==> src/common/rtc_ctl_pkg.sv <==
// Purpose: Shared constants for the clock control, flag and charger registers.
// Assumes: Byte-wide registers reached by address over a simple strobe port.
// Notes: Field positions, reset patterns and codes for the design and host live here; the checker and bench repeat some as literals.
package rtc_ctl_pkg;
	// ----------------------------------------------------------------
	// Register addresses and reset patterns.
	// ----------------------------------------------------------------
	localparam logic [7:0] OSC_OUTPUT_CONTROL_ADDR = 8'h0E;
	localparam logic [7:0] ALARM_OSC_FLAGS_ADDR = 8'h0F;
	localparam logic [7:0] BACKUP_CHARGE_SELECT_ADDR = 8'h10;
	localparam logic [7:0] OSC_OUTPUT_CONTROL_RST = 8'h18;
	localparam logic [7:0] ALARM_OSC_FLAGS_RST = 8'h80;
	localparam logic [7:0] BACKUP_CHARGE_SELECT_RST = 8'h00;
	// Mask of implemented bits; the rest read as zero.
	localparam logic [7:0] CONTROL_USED_MASK = 8'hBF;
	localparam logic [7:0] FLAGS_USED_MASK = 8'h83;
	// ----------------------------------------------------------------
	// Field positions.
	// ----------------------------------------------------------------
	localparam int OSC_DISABLE_BIT = 7;
	localparam int BACKUP_OUT_EN_BIT = 5;
	localparam int RATE_HIGH_BIT = 4;
	localparam int RATE_LOW_BIT = 3;
	localparam int IRQ_SELECT_BIT = 2;
	localparam int ALARM_TWO_IE_BIT = 1;
	localparam int ALARM_ONE_IE_BIT = 0;
	localparam int OSC_STOP_FLAG_BIT = 7;
	localparam int ALARM_TWO_FLAG_BIT = 1;
	localparam int ALARM_ONE_FLAG_BIT = 0;
	localparam int KEY_MSB = 7;
	localparam int KEY_LSB = 4;
	localparam int DIODE_MSB = 3;
	localparam int DIODE_LSB = 2;
	localparam int RES_MSB = 1;
	localparam int RES_LSB = 0;
	// ----------------------------------------------------------------
	// Charger codes and square-wave rates.
	// ----------------------------------------------------------------
	localparam logic [3:0] CHARGE_KEY = 4'hA;
	localparam logic [1:0] DIODE_NONE = 2'h1;
	localparam logic [1:0] DIODE_ONE = 2'h2;
	localparam logic [1:0] RES_OFF = 2'h0;
	localparam logic [1:0] RES_200_OHM = 2'h1;
	localparam logic [1:0] RATE_1HZ = 2'h0;
	localparam logic [1:0] RATE_4096HZ = 2'h1;
	localparam logic [1:0] RATE_8192HZ = 2'h2;
	// Divider of 32768 Hz edges; bit n toggles every 2^n edges.
	localparam int DIV_WIDTH = 15;
	localparam int DIV_BIT_1HZ = 14;
	localparam int DIV_BIT_4096HZ = 2;
	localparam int DIV_BIT_8192HZ = 1;
	typedef enum logic [1:0] {
		HOST_IDLE = 2'h0,
		HOST_ISSUE = 2'h1,
		HOST_WAIT = 2'h3
	} host_state_t;
endpackage

==> src/common/rtc_reg_if.sv <==
// Purpose: Register port joining the clock device and its controlling master.
// Assumes: One clock shared by both ends.
// Notes: A strobe lasts one cycle; read data answers one cycle later.
`timescale 1ns/10ps
interface rtc_reg_if (
	input wire logic CLK // Shared clock.
);
	logic [7:0] reg_addr;
	logic [7:0] reg_wdata;
	logic reg_wr;
	logic reg_rd;
	logic [7:0] reg_rdata;
	logic reg_rvalid;
	modport device (input CLK, input reg_addr, input reg_wdata, input reg_wr, input reg_rd,
		output reg_rdata, output reg_rvalid);
	modport host (input CLK, output reg_addr, output reg_wdata, output reg_wr, output reg_rd,
		input reg_rdata, input reg_rvalid);
endinterface

==> src/design/rtc_ctl_device.sv <==
// Purpose: Control, flag and charger registers of a serial real-time clock.
// Assumes: Oscillator, backup and stop sense arrive as pins; alarm matches are same-clock pulses.
// Notes: The output pin is open-drain, so only a low level is ever driven.
// Functional notes
// Disable bit high stops oscillator; resets low.
// On backup, pin works only if enabled.
// Rate bits pick 1Hz, 4096, 8192, 32768.
// Select bit picks alarm interrupt or wave.
// Control resets to pattern 0x18.
// Alarm two drives pin when enabled, interrupt mode.
// Alarm one drives pin when enabled, interrupt mode.
// Either enabled flag holds pin low.
// Stop flag set on run-to-stop edge.
// Stop flag set at reset and disable.
// Stop flag cleared only by writing zero.
// Alarm two flag set on match, write-zero clears.
// Alarm one flag set on match, write-zero clears.
// Charger needs key 1010.
// Diode codes 01 none, 10 one, else off.
// Resistor codes 01,10,11; 00 disables.
// Charger register resets to zero.
// Master avoids 200 ohm above 3.63V.
// Unused bits read zero, ignore writes.
// Alarm output stays until flag cleared.
// Pin driven low or released only.
`timescale 1ns/10ps
module rtc_ctl_device (
	input wire logic CLK, // System clock, 125 MHz.
	input wire logic RESETN, // Synchronous reset, active low.
	rtc_reg_if.device BUS, // Register port.
	input wire logic OSC_32K, // Oscillator output, asynchronous.
	input wire logic OSC_FAULT, // Oscillator fails to swing, asynchronous.
	input wire logic ON_BACKUP_SUPPLY, // Part runs from the backup supply, asynchronous.
	input wire logic ALARM_ONE_MATCH, // One-cycle pulse from alarm one compare.
	input wire logic ALARM_TWO_MATCH, // One-cycle pulse from alarm two compare.
	output logic OSC_RUN, // Oscillator enable to the analog cell.
	output logic WAVE_IRQ_PIN_O, // Output value of the open-drain pin, always low.
	output logic WAVE_IRQ_PIN_OE, // High while the pin is pulled low.
	output logic CHARGE_EN, // Charger connected.
	output logic CHARGE_DIODE, // One series diode in the charge path.
	output logic [1:0] CHARGE_RES // Resistor bits of the charger register, any code 00 to 11.
);
	// ----------------------------------------------------------------
	// Pin synchronisers.
	// ----------------------------------------------------------------
	logic [1:0] osc_sync_r;
	logic [1:0] fault_sync_r;
	logic [1:0] backup_sync_r;
	logic osc_prev_r;

	// Two stages keep metastability away from the divider and flag logic.
	always_ff @(posedge CLK) begin
		if (!RESETN) begin
			osc_sync_r <= 2'h0;
			fault_sync_r <= 2'h0;
			backup_sync_r <= 2'h0;
			osc_prev_r <= 1'b0;
		end else begin
			osc_sync_r <= {osc_sync_r[0], OSC_32K};
			fault_sync_r <= {fault_sync_r[0], OSC_FAULT};
			backup_sync_r <= {backup_sync_r[0], ON_BACKUP_SUPPLY};
			osc_prev_r <= osc_sync_r[1];
		end
	end

	// ----------------------------------------------------------------
	// Registers.
	// ----------------------------------------------------------------
	logic [7:0] control_r;
	logic [7:0] flags_r;
	logic [7:0] charge_r;
	logic [7:0] flags_nxt;
	logic running;
	logic running_r;
	logic wr_control;
	logic wr_flags;
	logic wr_charge;

	assign wr_control = BUS.reg_wr && (BUS.reg_addr == rtc_ctl_pkg::OSC_OUTPUT_CONTROL_ADDR);
	assign wr_flags = BUS.reg_wr && (BUS.reg_addr == rtc_ctl_pkg::ALARM_OSC_FLAGS_ADDR);
	assign wr_charge = BUS.reg_wr && (BUS.reg_addr == rtc_ctl_pkg::BACKUP_CHARGE_SELECT_ADDR);
	// The oscillator runs only while enabled and not sensed as failed.
	assign running = !control_r[rtc_ctl_pkg::OSC_DISABLE_BIT] && !fault_sync_r[1];

	// Control register; the unused bit is masked so it never stores.
	always_ff @(posedge CLK) begin
		if (!RESETN) begin
			control_r <= rtc_ctl_pkg::OSC_OUTPUT_CONTROL_RST;
		end else if (wr_control) begin
			control_r <= BUS.reg_wdata & rtc_ctl_pkg::CONTROL_USED_MASK;
		end
	end

	// Charger register resets to all zero, leaving the charger off.
	always_ff @(posedge CLK) begin
		if (!RESETN) begin
			charge_r <= rtc_ctl_pkg::BACKUP_CHARGE_SELECT_RST;
		end else if (wr_charge) begin
			charge_r <= BUS.reg_wdata;
		end
	end

	// Flags: a write can only clear, and a set in the same cycle wins.
	always_comb begin
		flags_nxt = flags_r;
		if (wr_flags) begin
			flags_nxt = flags_r & BUS.reg_wdata;
		end
		if (running_r && !running) begin
			flags_nxt[rtc_ctl_pkg::OSC_STOP_FLAG_BIT] = 1'b1;
		end
		if (ALARM_TWO_MATCH) begin
			flags_nxt[rtc_ctl_pkg::ALARM_TWO_FLAG_BIT] = 1'b1;
		end
		if (ALARM_ONE_MATCH) begin
			flags_nxt[rtc_ctl_pkg::ALARM_ONE_FLAG_BIT] = 1'b1;
		end
		flags_nxt = flags_nxt & rtc_ctl_pkg::FLAGS_USED_MASK;
	end

	// The stop flag comes up set, since time is not trusted after reset.
	always_ff @(posedge CLK) begin
		if (!RESETN) begin
			flags_r <= rtc_ctl_pkg::ALARM_OSC_FLAGS_RST;
			running_r <= 1'b0;
		end else begin
			flags_r <= flags_nxt;
			running_r <= running;
		end
	end

	// Read answer one cycle after the strobe; unknown addresses read zero.
	always_ff @(posedge CLK) begin
		if (!RESETN) begin
			BUS.reg_rdata <= 8'h00;
			BUS.reg_rvalid <= 1'b0;
		end else begin
			BUS.reg_rvalid <= BUS.reg_rd;
			if (BUS.reg_rd) begin
				case (BUS.reg_addr)
					rtc_ctl_pkg::OSC_OUTPUT_CONTROL_ADDR: BUS.reg_rdata <= control_r;
					rtc_ctl_pkg::ALARM_OSC_FLAGS_ADDR: BUS.reg_rdata <= flags_r;
					rtc_ctl_pkg::BACKUP_CHARGE_SELECT_ADDR: BUS.reg_rdata <= charge_r;
					default: BUS.reg_rdata <= 8'h00;
				endcase
			end
		end
	end

	// ----------------------------------------------------------------
	// Square-wave divider.
	// ----------------------------------------------------------------
	logic [rtc_ctl_pkg::DIV_WIDTH-1:0] div_r;
	logic wave;

	// Counts oscillator rising edges; a stopped oscillator freezes it.
	always_ff @(posedge CLK) begin
		if (!RESETN) begin
			div_r <= '0;
		end else if (running && osc_sync_r[1] && !osc_prev_r) begin
			div_r <= div_r + 1'b1;
		end
	end

	// Rate selection from the two rate bits.
	always_comb begin
		case (control_r[rtc_ctl_pkg::RATE_HIGH_BIT:rtc_ctl_pkg::RATE_LOW_BIT])
			rtc_ctl_pkg::RATE_1HZ: wave = div_r[rtc_ctl_pkg::DIV_BIT_1HZ];
			rtc_ctl_pkg::RATE_4096HZ: wave = div_r[rtc_ctl_pkg::DIV_BIT_4096HZ];
			rtc_ctl_pkg::RATE_8192HZ: wave = div_r[rtc_ctl_pkg::DIV_BIT_8192HZ];
			default: wave = osc_prev_r && running;
		endcase
	end

	// ----------------------------------------------------------------
	// Output pin and charger decode.
	// ----------------------------------------------------------------
	logic irq_active;
	logic pin_low;
	logic pin_allowed;
	logic [3:0] key;
	logic [1:0] diode;
	logic [1:0] res;

	// Interrupt stays asserted while any enabled flag remains set.
	assign irq_active = (flags_r[rtc_ctl_pkg::ALARM_TWO_FLAG_BIT] && control_r[rtc_ctl_pkg::ALARM_TWO_IE_BIT])
		|| (flags_r[rtc_ctl_pkg::ALARM_ONE_FLAG_BIT] && control_r[rtc_ctl_pkg::ALARM_ONE_IE_BIT]);
	assign pin_allowed = !backup_sync_r[1] || control_r[rtc_ctl_pkg::BACKUP_OUT_EN_BIT];
	assign pin_low = control_r[rtc_ctl_pkg::IRQ_SELECT_BIT] ? irq_active : !wave;
	assign key = charge_r[rtc_ctl_pkg::KEY_MSB:rtc_ctl_pkg::KEY_LSB];
	assign diode = charge_r[rtc_ctl_pkg::DIODE_MSB:rtc_ctl_pkg::DIODE_LSB];
	assign res = charge_r[rtc_ctl_pkg::RES_MSB:rtc_ctl_pkg::RES_LSB];

	// All outputs are flopped; the pin value is a constant low.
	always_ff @(posedge CLK) begin
		if (!RESETN) begin
			OSC_RUN <= 1'b0;
			WAVE_IRQ_PIN_O <= 1'b0;
			WAVE_IRQ_PIN_OE <= 1'b0;
		end else begin
			OSC_RUN <= running;
			WAVE_IRQ_PIN_O <= 1'b0;
			WAVE_IRQ_PIN_OE <= pin_low && pin_allowed;
		end
	end

	// The key guards against a stray write turning the charger on.
	always_ff @(posedge CLK) begin
		if (!RESETN) begin
			CHARGE_EN <= 1'b0;
			CHARGE_DIODE <= 1'b0;
			CHARGE_RES <= 2'h0;
		end else begin
			CHARGE_EN <= (key == rtc_ctl_pkg::CHARGE_KEY)
				&& (diode == rtc_ctl_pkg::DIODE_NONE || diode == rtc_ctl_pkg::DIODE_ONE)
				&& (res != rtc_ctl_pkg::RES_OFF);
			CHARGE_DIODE <= (diode == rtc_ctl_pkg::DIODE_ONE);
			CHARGE_RES <= res;
		end
	end
endmodule

==> src/flat_wrapper.sv <==
// flat-port wrapper written by rule: the top's interface ports become plain ports
module rtc_ctl_device_flat 
  (CLK, RESETN, OSC_32K, OSC_FAULT, ON_BACKUP_SUPPLY, ALARM_ONE_MATCH, ALARM_TWO_MATCH, OSC_RUN, WAVE_IRQ_PIN_O, WAVE_IRQ_PIN_OE, CHARGE_EN, CHARGE_DIODE, CHARGE_RES, BUS_reg_addr, BUS_reg_wdata, BUS_reg_wr, BUS_reg_rd, BUS_reg_rdata, BUS_reg_rvalid);
  rtc_reg_if BUS_i (.CLK(CLK));
  input wire logic CLK;
  input wire logic RESETN;
  input wire logic OSC_32K;
  input wire logic OSC_FAULT;
  input wire logic ON_BACKUP_SUPPLY;
  input wire logic ALARM_ONE_MATCH;
  input wire logic ALARM_TWO_MATCH;
  output logic OSC_RUN;
  output logic WAVE_IRQ_PIN_O;
  output logic WAVE_IRQ_PIN_OE;
  output logic CHARGE_EN;
  output logic CHARGE_DIODE;
  output logic [1:0] CHARGE_RES;
  input wire logic [$bits(BUS_i.reg_addr)-1:0] BUS_reg_addr;
  input wire logic [$bits(BUS_i.reg_wdata)-1:0] BUS_reg_wdata;
  input wire logic [$bits(BUS_i.reg_wr)-1:0] BUS_reg_wr;
  input wire logic [$bits(BUS_i.reg_rd)-1:0] BUS_reg_rd;
  output wire logic [$bits(BUS_i.reg_rdata)-1:0] BUS_reg_rdata;
  output wire logic [$bits(BUS_i.reg_rvalid)-1:0] BUS_reg_rvalid;
  assign BUS_i.reg_addr = BUS_reg_addr;
  assign BUS_i.reg_wdata = BUS_reg_wdata;
  assign BUS_i.reg_wr = BUS_reg_wr;
  assign BUS_i.reg_rd = BUS_reg_rd;
  assign BUS_reg_rdata = BUS_i.reg_rdata;
  assign BUS_reg_rvalid = BUS_i.reg_rvalid;
  rtc_ctl_device u_core (.CLK(CLK), .RESETN(RESETN), .BUS(BUS_i), .OSC_32K(OSC_32K), .OSC_FAULT(OSC_FAULT), .ON_BACKUP_SUPPLY(ON_BACKUP_SUPPLY), .ALARM_ONE_MATCH(ALARM_ONE_MATCH), .ALARM_TWO_MATCH(ALARM_TWO_MATCH), .OSC_RUN(OSC_RUN), .WAVE_IRQ_PIN_O(WAVE_IRQ_PIN_O), .WAVE_IRQ_PIN_OE(WAVE_IRQ_PIN_OE), .CHARGE_EN(CHARGE_EN), .CHARGE_DIODE(CHARGE_DIODE), .CHARGE_RES(CHARGE_RES));
endmodule
==> config.mk <==
export PLATFORM = sky130hd
export DESIGN_NAME = rtc_ctl_device_flat
export DESIGN_NICKNAME = d
export VERILOG_FILES = /design/src/common/rtc_ctl_pkg.sv /design/src/common/rtc_reg_if.sv /design/src/design/rtc_ctl_device.sv /design/src/flat_wrapper.sv
export SDC_FILE = /design/constraint.sdc
export NUM_CORES = 1
export LEC_CHECK = 0
export BUFFER_PORTS_ARGS = -buffer_cell sky130_fd_sc_hd__buf_2
export CAP_MARGIN = 20
export CORE_MARGIN = 10
export CORE_UTILIZATION = 25
export CTS_BUF_LIST = sky130_fd_sc_hd__clkbuf_2
export CTS_CLUSTER_DIAMETER = 100
export DETAILED_ROUTE_END_ITERATION = 8
export HOLD_SLACK_MARGIN = 0.03
export PLACE_DENSITY = 0.49
export SLEW_MARGIN = 20
export SYNTH_ARGS = -nofsm -noshare
export SYNTH_HDL_FRONTEND = slang
export SYNTH_SLANG_ARGS = --single-unit
==> constraint.sdc <==
create_clock -name CLK -period 4.2 [get_ports CLK]
set_input_delay 0.84 -clock CLK [delete_from_list [all_inputs] [get_ports CLK]]
set_output_delay 0.84 -clock CLK [all_outputs]
set_load 0.02 [all_outputs]
* Yosys cells after proc, flatten, opt, wreduce, memory -nomap -nowiden
Index checks and enable logic that the tools add are counted.
Operators by class: add/sub/neg operators 1, equal/unequal tests 8, mux-type cells 6, bitwise gates (word level) 2, reductions and logical operators 27
Operators by type and width (count):
- one-hot mux 8 bit (3 select lines) | 1
- equality test 8 x 4 -> 1 bit, second input constant | 2
- adder 15 x 1 -> 15 bit, second input constant | 1
- logical AND 1 bit | 13
- bitwise AND 8 bit | 1
- equality test 8 x 5 -> 1 bit, second input constant | 1
- two-way mux 8 bit | 1
- zero test 1 bit | 6
- nonzero test 2 bit | 3
- equality test 2 x 1 -> 1 bit, second input constant | 2
- equality test 2 bit, second input constant | 2
- equality test 4 bit, second input constant | 1
- logical OR 1 bit | 3
- two-way mux 1 bit | 3
- one-hot mux 1 bit (3 select lines) | 1
- zero test 2 bit | 1
- OR reduction 2 bit | 1
- inverter 1 bit | 1
Storage, ports and cells: register bits 60, bits of input ports 25, output and inout port bits 16, logic and storage cells 62

* Logic depth before layout (Yosys ltp)
depth in word-level cells 7, depth in mapped cells 6, depth with buffers taken out 5

* Least setup slack after synthesis
OpenSTA, ideal clock, no wires.
path type input -> register, start input BUS_reg_addr[5], end register u_core.charge_r[2], library setup time 118 ps, data arrival time 1995 ps, required time 4082 ps, slack 2087 ps, cell stages on the path 4, cells stage by stage nor3_1 -> nand4_1 -> mux2i_1 -> nor2b_1
On the way: cells in the longest elaborated chain, start to end 2
Ends and longest elaborated chain:
- start, declared | line flat_wrapper.sv:18 | input wire logic [$bits(BUS_i.reg_addr)-1:0] BUS_reg_addr;
- equality test 8 x 5 -> 1 bit | line rtc_ctl_device.sv:81 | assign wr_charge = BUS.reg_wr && (BUS.reg_addr == rtc_ctl_pkg::BACKUP_CHARGE_SELECT_ADDR);
- logical AND 1 bit | line rtc_ctl_device.sv:81
- end signal, assigned | line rtc_ctl_device.sv:97 | charge_r <= rtc_ctl_pkg::BACKUP_CHARGE_SELECT_RST;
- end signal, assigned | line rtc_ctl_device.sv:99 | charge_r <= BUS.reg_wdata;
- end, declared | line rtc_ctl_device.sv:71 | logic [7:0] charge_r;
Every way passes these cells. A chain may end at the register's enable or synchronous reset.

* Worst setup path in the final report
start register u_core.control_r[7], end register u_core.div_r[11] in the netlist's numbering
On the way: cells in the longest elaborated chain, start to end 4
Ends and longest elaborated chain:
- start, declared | line rtc_ctl_device.sv:69 | logic [7:0] control_r;
- start signal, assigned | line rtc_ctl_device.sv:88 | control_r <= rtc_ctl_pkg::OSC_OUTPUT_CONTROL_RST;
- start signal, assigned | line rtc_ctl_device.sv:90 | control_r <= BUS.reg_wdata & rtc_ctl_pkg::CONTROL_USED_MASK;
- zero test 1 bit | line rtc_ctl_device.sv:83 | assign running = !control_r[rtc_ctl_pkg::OSC_DISABLE_BIT] && !fault_sync_r[1];
- logical AND 1 bit | line rtc_ctl_device.sv:83
- logical AND 1 bit (2 in a row) | line rtc_ctl_device.sv:160 | end else if (running && osc_sync_r[1] && !osc_prev_r) begin
- end signal, assigned | line rtc_ctl_device.sv:161 | div_r <= div_r + 1'b1;
- end, declared | line rtc_ctl_device.sv:153 | logic [rtc_ctl_pkg::DIV_WIDTH-1:0] div_r;
Every way passes these cells.

==> reports/metrics.yaml <==
wirelength_met1_mm: 2.07
path_max_fanout: 8
path_clk_slew_ns: 0.25
synth.yosys.seq_area_share_pct: 49.7
dr.max_layer_used: "met4"
crit_path_end_kind: "register"
routed-via-count: 1672
synth_nets: 259
async_s_r_ff_share_synth_pct: 0
drc_errors: 0
ff2ff_setup_slack_ns: 1.95
core-area_um2: 8680
post_synthesis_sequential_element_count: 55
cts_made_buffers: 5
worst_hold_path_type: "reg -> reg"
tritoncts_clock_tree: "built"
reported_max_cap_violation_count: 0
crit_path_max_incr_delay_ns: 0.70
timing_worst_setup_path_type: "reg -> reg"
initial_antenna_violation_count: 0
io-pin-count: 41
drt_first_iter_violations: 88
grt_setup_unrepaired: "false"
htreeDepth: 2
kind_of_launch_point_of_the_worst_setup_path: "register"
share_seq_of_total_power_pct: 64.0
worstReg2RegEnd: "u_core.div_r[11]"
p_per_area_nw_per_um2: 325
synth_edf_count: 0
finalCriticalPeriod_ns: 2.25
initial_drt_pass_iterations: 4
min_delay_worst_endpoint: "u_core.backup_sync_r[1]"
die-height_um: 114
gpl.final_weighted_congestion: 0.666
crit_arrival_ns: 2.61
syn-cell-area_um2: 2220
worst_path_max_delay_cell: "or4b_1"
drtAntennaViolNets: 0
comb_power_share_pct: 5.5
power.net_switching_uw: 183
setup_viol: 0
worst-slew-pin-transition_ns: 0.778
top_ff_cell_synth: "dfxtp_1"
clk-insertion-delay-late_ns: 0.41
syn_inst: 232
dp.final_hpwl_mm: 3.64
min_delay_path_depth: 1
clockBufferDepth: 2
synth.yosys.warnings: 0
critical_path.cell_chain: "or4b_1 > or4b_4 > or3_1 > a21boi_1"
antenna_cells_inserted: 0
final_hold_viols: 0
die_w_um: 114
regToRegStartpoint: "u_core.control_r[7]"
worst_hold_startpoint: "u_core.backup_sync_r[0]"
row_count: 34
grt.total_usage_pct: 7.18
timing.hold.ws_ns: 0.468
grt_max_degree: 32
cts_resized: 0
clock_power_share_pct: 30.5
switching_share_pct: 22.0
worstRegToRegCells: 4
highest_ir_drop_seen_on_vdd_mv: 0.109
number_of_pins_with_negative_max_slew_slack_in_the_final_report: 0
timing.final.crit_share_pct: 53.5
final_nets: 295
cts-hold-fix-buffers: 0
initial_core_util_pct: 25.5
totalNegativeSetupSlack_ns: 0
fin_skew_ns: 0.0109
area_delta_synth_final_pct: 15.9
max_freq_mhz: 445
worst_ep_required_time_ns: 4.57
met3RoutedLength_um: 250
overall_die_area_um2: 13000
final_core_util_pct: 29.6
drive_above_1_share_pct: 18.3
post_cts_buffers: 0
grt_remaining_overflow: 0
post_synth.cell_area_avg_um2: 9.56
number_of_global_route_vias_before_repair: 1673
port_buffers: 39
outcome: "finished clean"
post_drt_wl_per_cell_um: 12.5
timing.max_slew.rel_slack_pct: 47.4
yosysUniqueCellTypes: 39
grt_pass1_wl_mm: 7.78
met2RoutedLength_mm: 2.36
p_int_uw: 652
vias_per_cell: 4.45
power_leakage_nw: 1.09
num_clock_sinks: 55
drt-total-wl_mm: 4.71
root_buffer: "clkbuf_2"
[routing by layer]
layer,global-route usage [%],vias up
li1,-,877
met1,7.77,765
met2,12.8,28
met3,2.46,2
met4,2.26,0
met5,0,-
[power by group through the flow]
stage	logic, mW	registers (mW)	clock network (mW)
after floorplan	0.0250	0.546	0
after global placement	0.0472	0.544	0
after detailed placement	0.0469	0.544	0
after CTS	0.0472	0.535	0.272
after global routing	0.0521	0.537	0.287
final	0.0460	0.535	0.255
[how the worst max path moves through the flow]
stage / startpoint / endpoint / slack (ns) / depth (start not counted)
finish: u_core.control_r[7] / u_core.div_r[11] / 1.95 / 4
global route: u_core.control_r[7] / u_core.div_r[13] / 1.83 / 4
CTS: u_core.control_r[7] / u_core.div_r[11] / 1.96 / 4
detailed placement: BUS_reg_addr[5] / u_core.charge_r[2] / 1.67 / 5
global placement: BUS_reg_addr[5] / u_core.charge_r[5] / 1.70 / 5
floorplan: BUS_reg_addr[5] / u_core.charge_r[2] / 2.09 / 4
[per-stage QoR]
stage          cells  setup WS, ns  power, mW  instance area [µm²]
3_5_place_dp     369          1.67      0.591                 2510
3_3_place_gp     369          1.70      0.591                 2510
5_1_grt          376          1.83      0.875                 2570
4_1_cts          376          1.96      0.854                 2570
6_report         376          1.95      0.835                 2570
2_1_floorplan    232          2.09      0.571                 2220
[synthesized netlist by cell type, types with 2 or more instances]
library cell  number  share of area [%]
dfxtp_1           55                 50
and2_1            25                7.1
nand2_1           22                3.7
o21ai_0           15                3.4
mux2i_1           14                6.3
clkbuf_1           9                1.5
nand3_1            9                2.0
nor2b_1            9                2.5
nand4_1            7                2.0
xnor2_1            7                2.8
nor2_1             6                1.0
a221o_1            4                1.8
inv_1              4               0.68
nand2b_1           4                1.1
o21a_1             4                1.4
a211oi_1           3                1.0
a21boi_0           3                1.0
a21o_1             3                1.0
nor3_1             3               0.68
or3_1              3               0.85
a21boi_1           2               0.68
and3_1             2               0.56
ha_1               2                1.1
nor4_1             2               0.56
[state kept, by name, indices dropped and copies added (netlist names), 2 cells and up]
signal	cells
u_core.charge_r	8
u_core.backup_sync_r	2
u_core.BUS.reg_rdata	8
u_core.osc_sync_r	2
u_core.div_r	15
u_core.CHARGE_RES	2
u_core.control_r	7
u_core.fault_sync_r	2
u_core.flags_r	3
[layout by cell type (no fill, tap or decap), drive strengths merged]
master,netlist,final
a211oi,3,3
nand4,7,7
inv,4,4
a31oi,1,1
nor2b,9,9
or4b,2,2
or3,3,3
xor2,1,1
mux2i,14,14
a31o,1,1
nor4b,1,1
nor3,3,3
a21o,3,3
nand3,9,9
o21ai,15,15
bufinv,0,1
xnor2,7,7
and4,1,1
ha,2,2
nor3b,1,1
and3,2,2
a21boi,5,5
nand3b,1,1
a221o,4,4
o21a,4,4
nor2,6,6
a22oi,1,1
nand2b,4,4
buf,2,40
conb,1,1
dfxtp,55,55
and4b,1,1
nor4,2,2
nand4b,1,1
and2,25,25
nand2,22,22
clkbuf,9,6
[final cells by class]
type | instances | area [µm²]
multi-input combinational | 162 | 1050
clock inverter | 1 | 30.0
clock buffer | 6 | 30.0
inverter | 4 | 15.0
tap | 108 | 135
timing repair buffer | 40 | 203
fill | 931 | 6110
sequential | 55 | 1100
[logic make-up after synthesis]
family	Yosys count	share of synthesized area (%)
xor+xnor	8	3.16
other cells	1	0.169
simple gates	100	25.5
buf+inv	15	2.76
mux	14	6.32
flops	55	49.7
compound gates	37	11.3
fa+ha+maj	2	1.13
[critical path: cells and delay by family, from the launching register on]
family | cells | cell delay, ns
flip-flops | 1 | 0.42
AO/OA/AOI/OAI | 1 | 0.14
AND/OR/NAND/NOR | 3 | 1.64
Power figures use the tool's default switching activity.
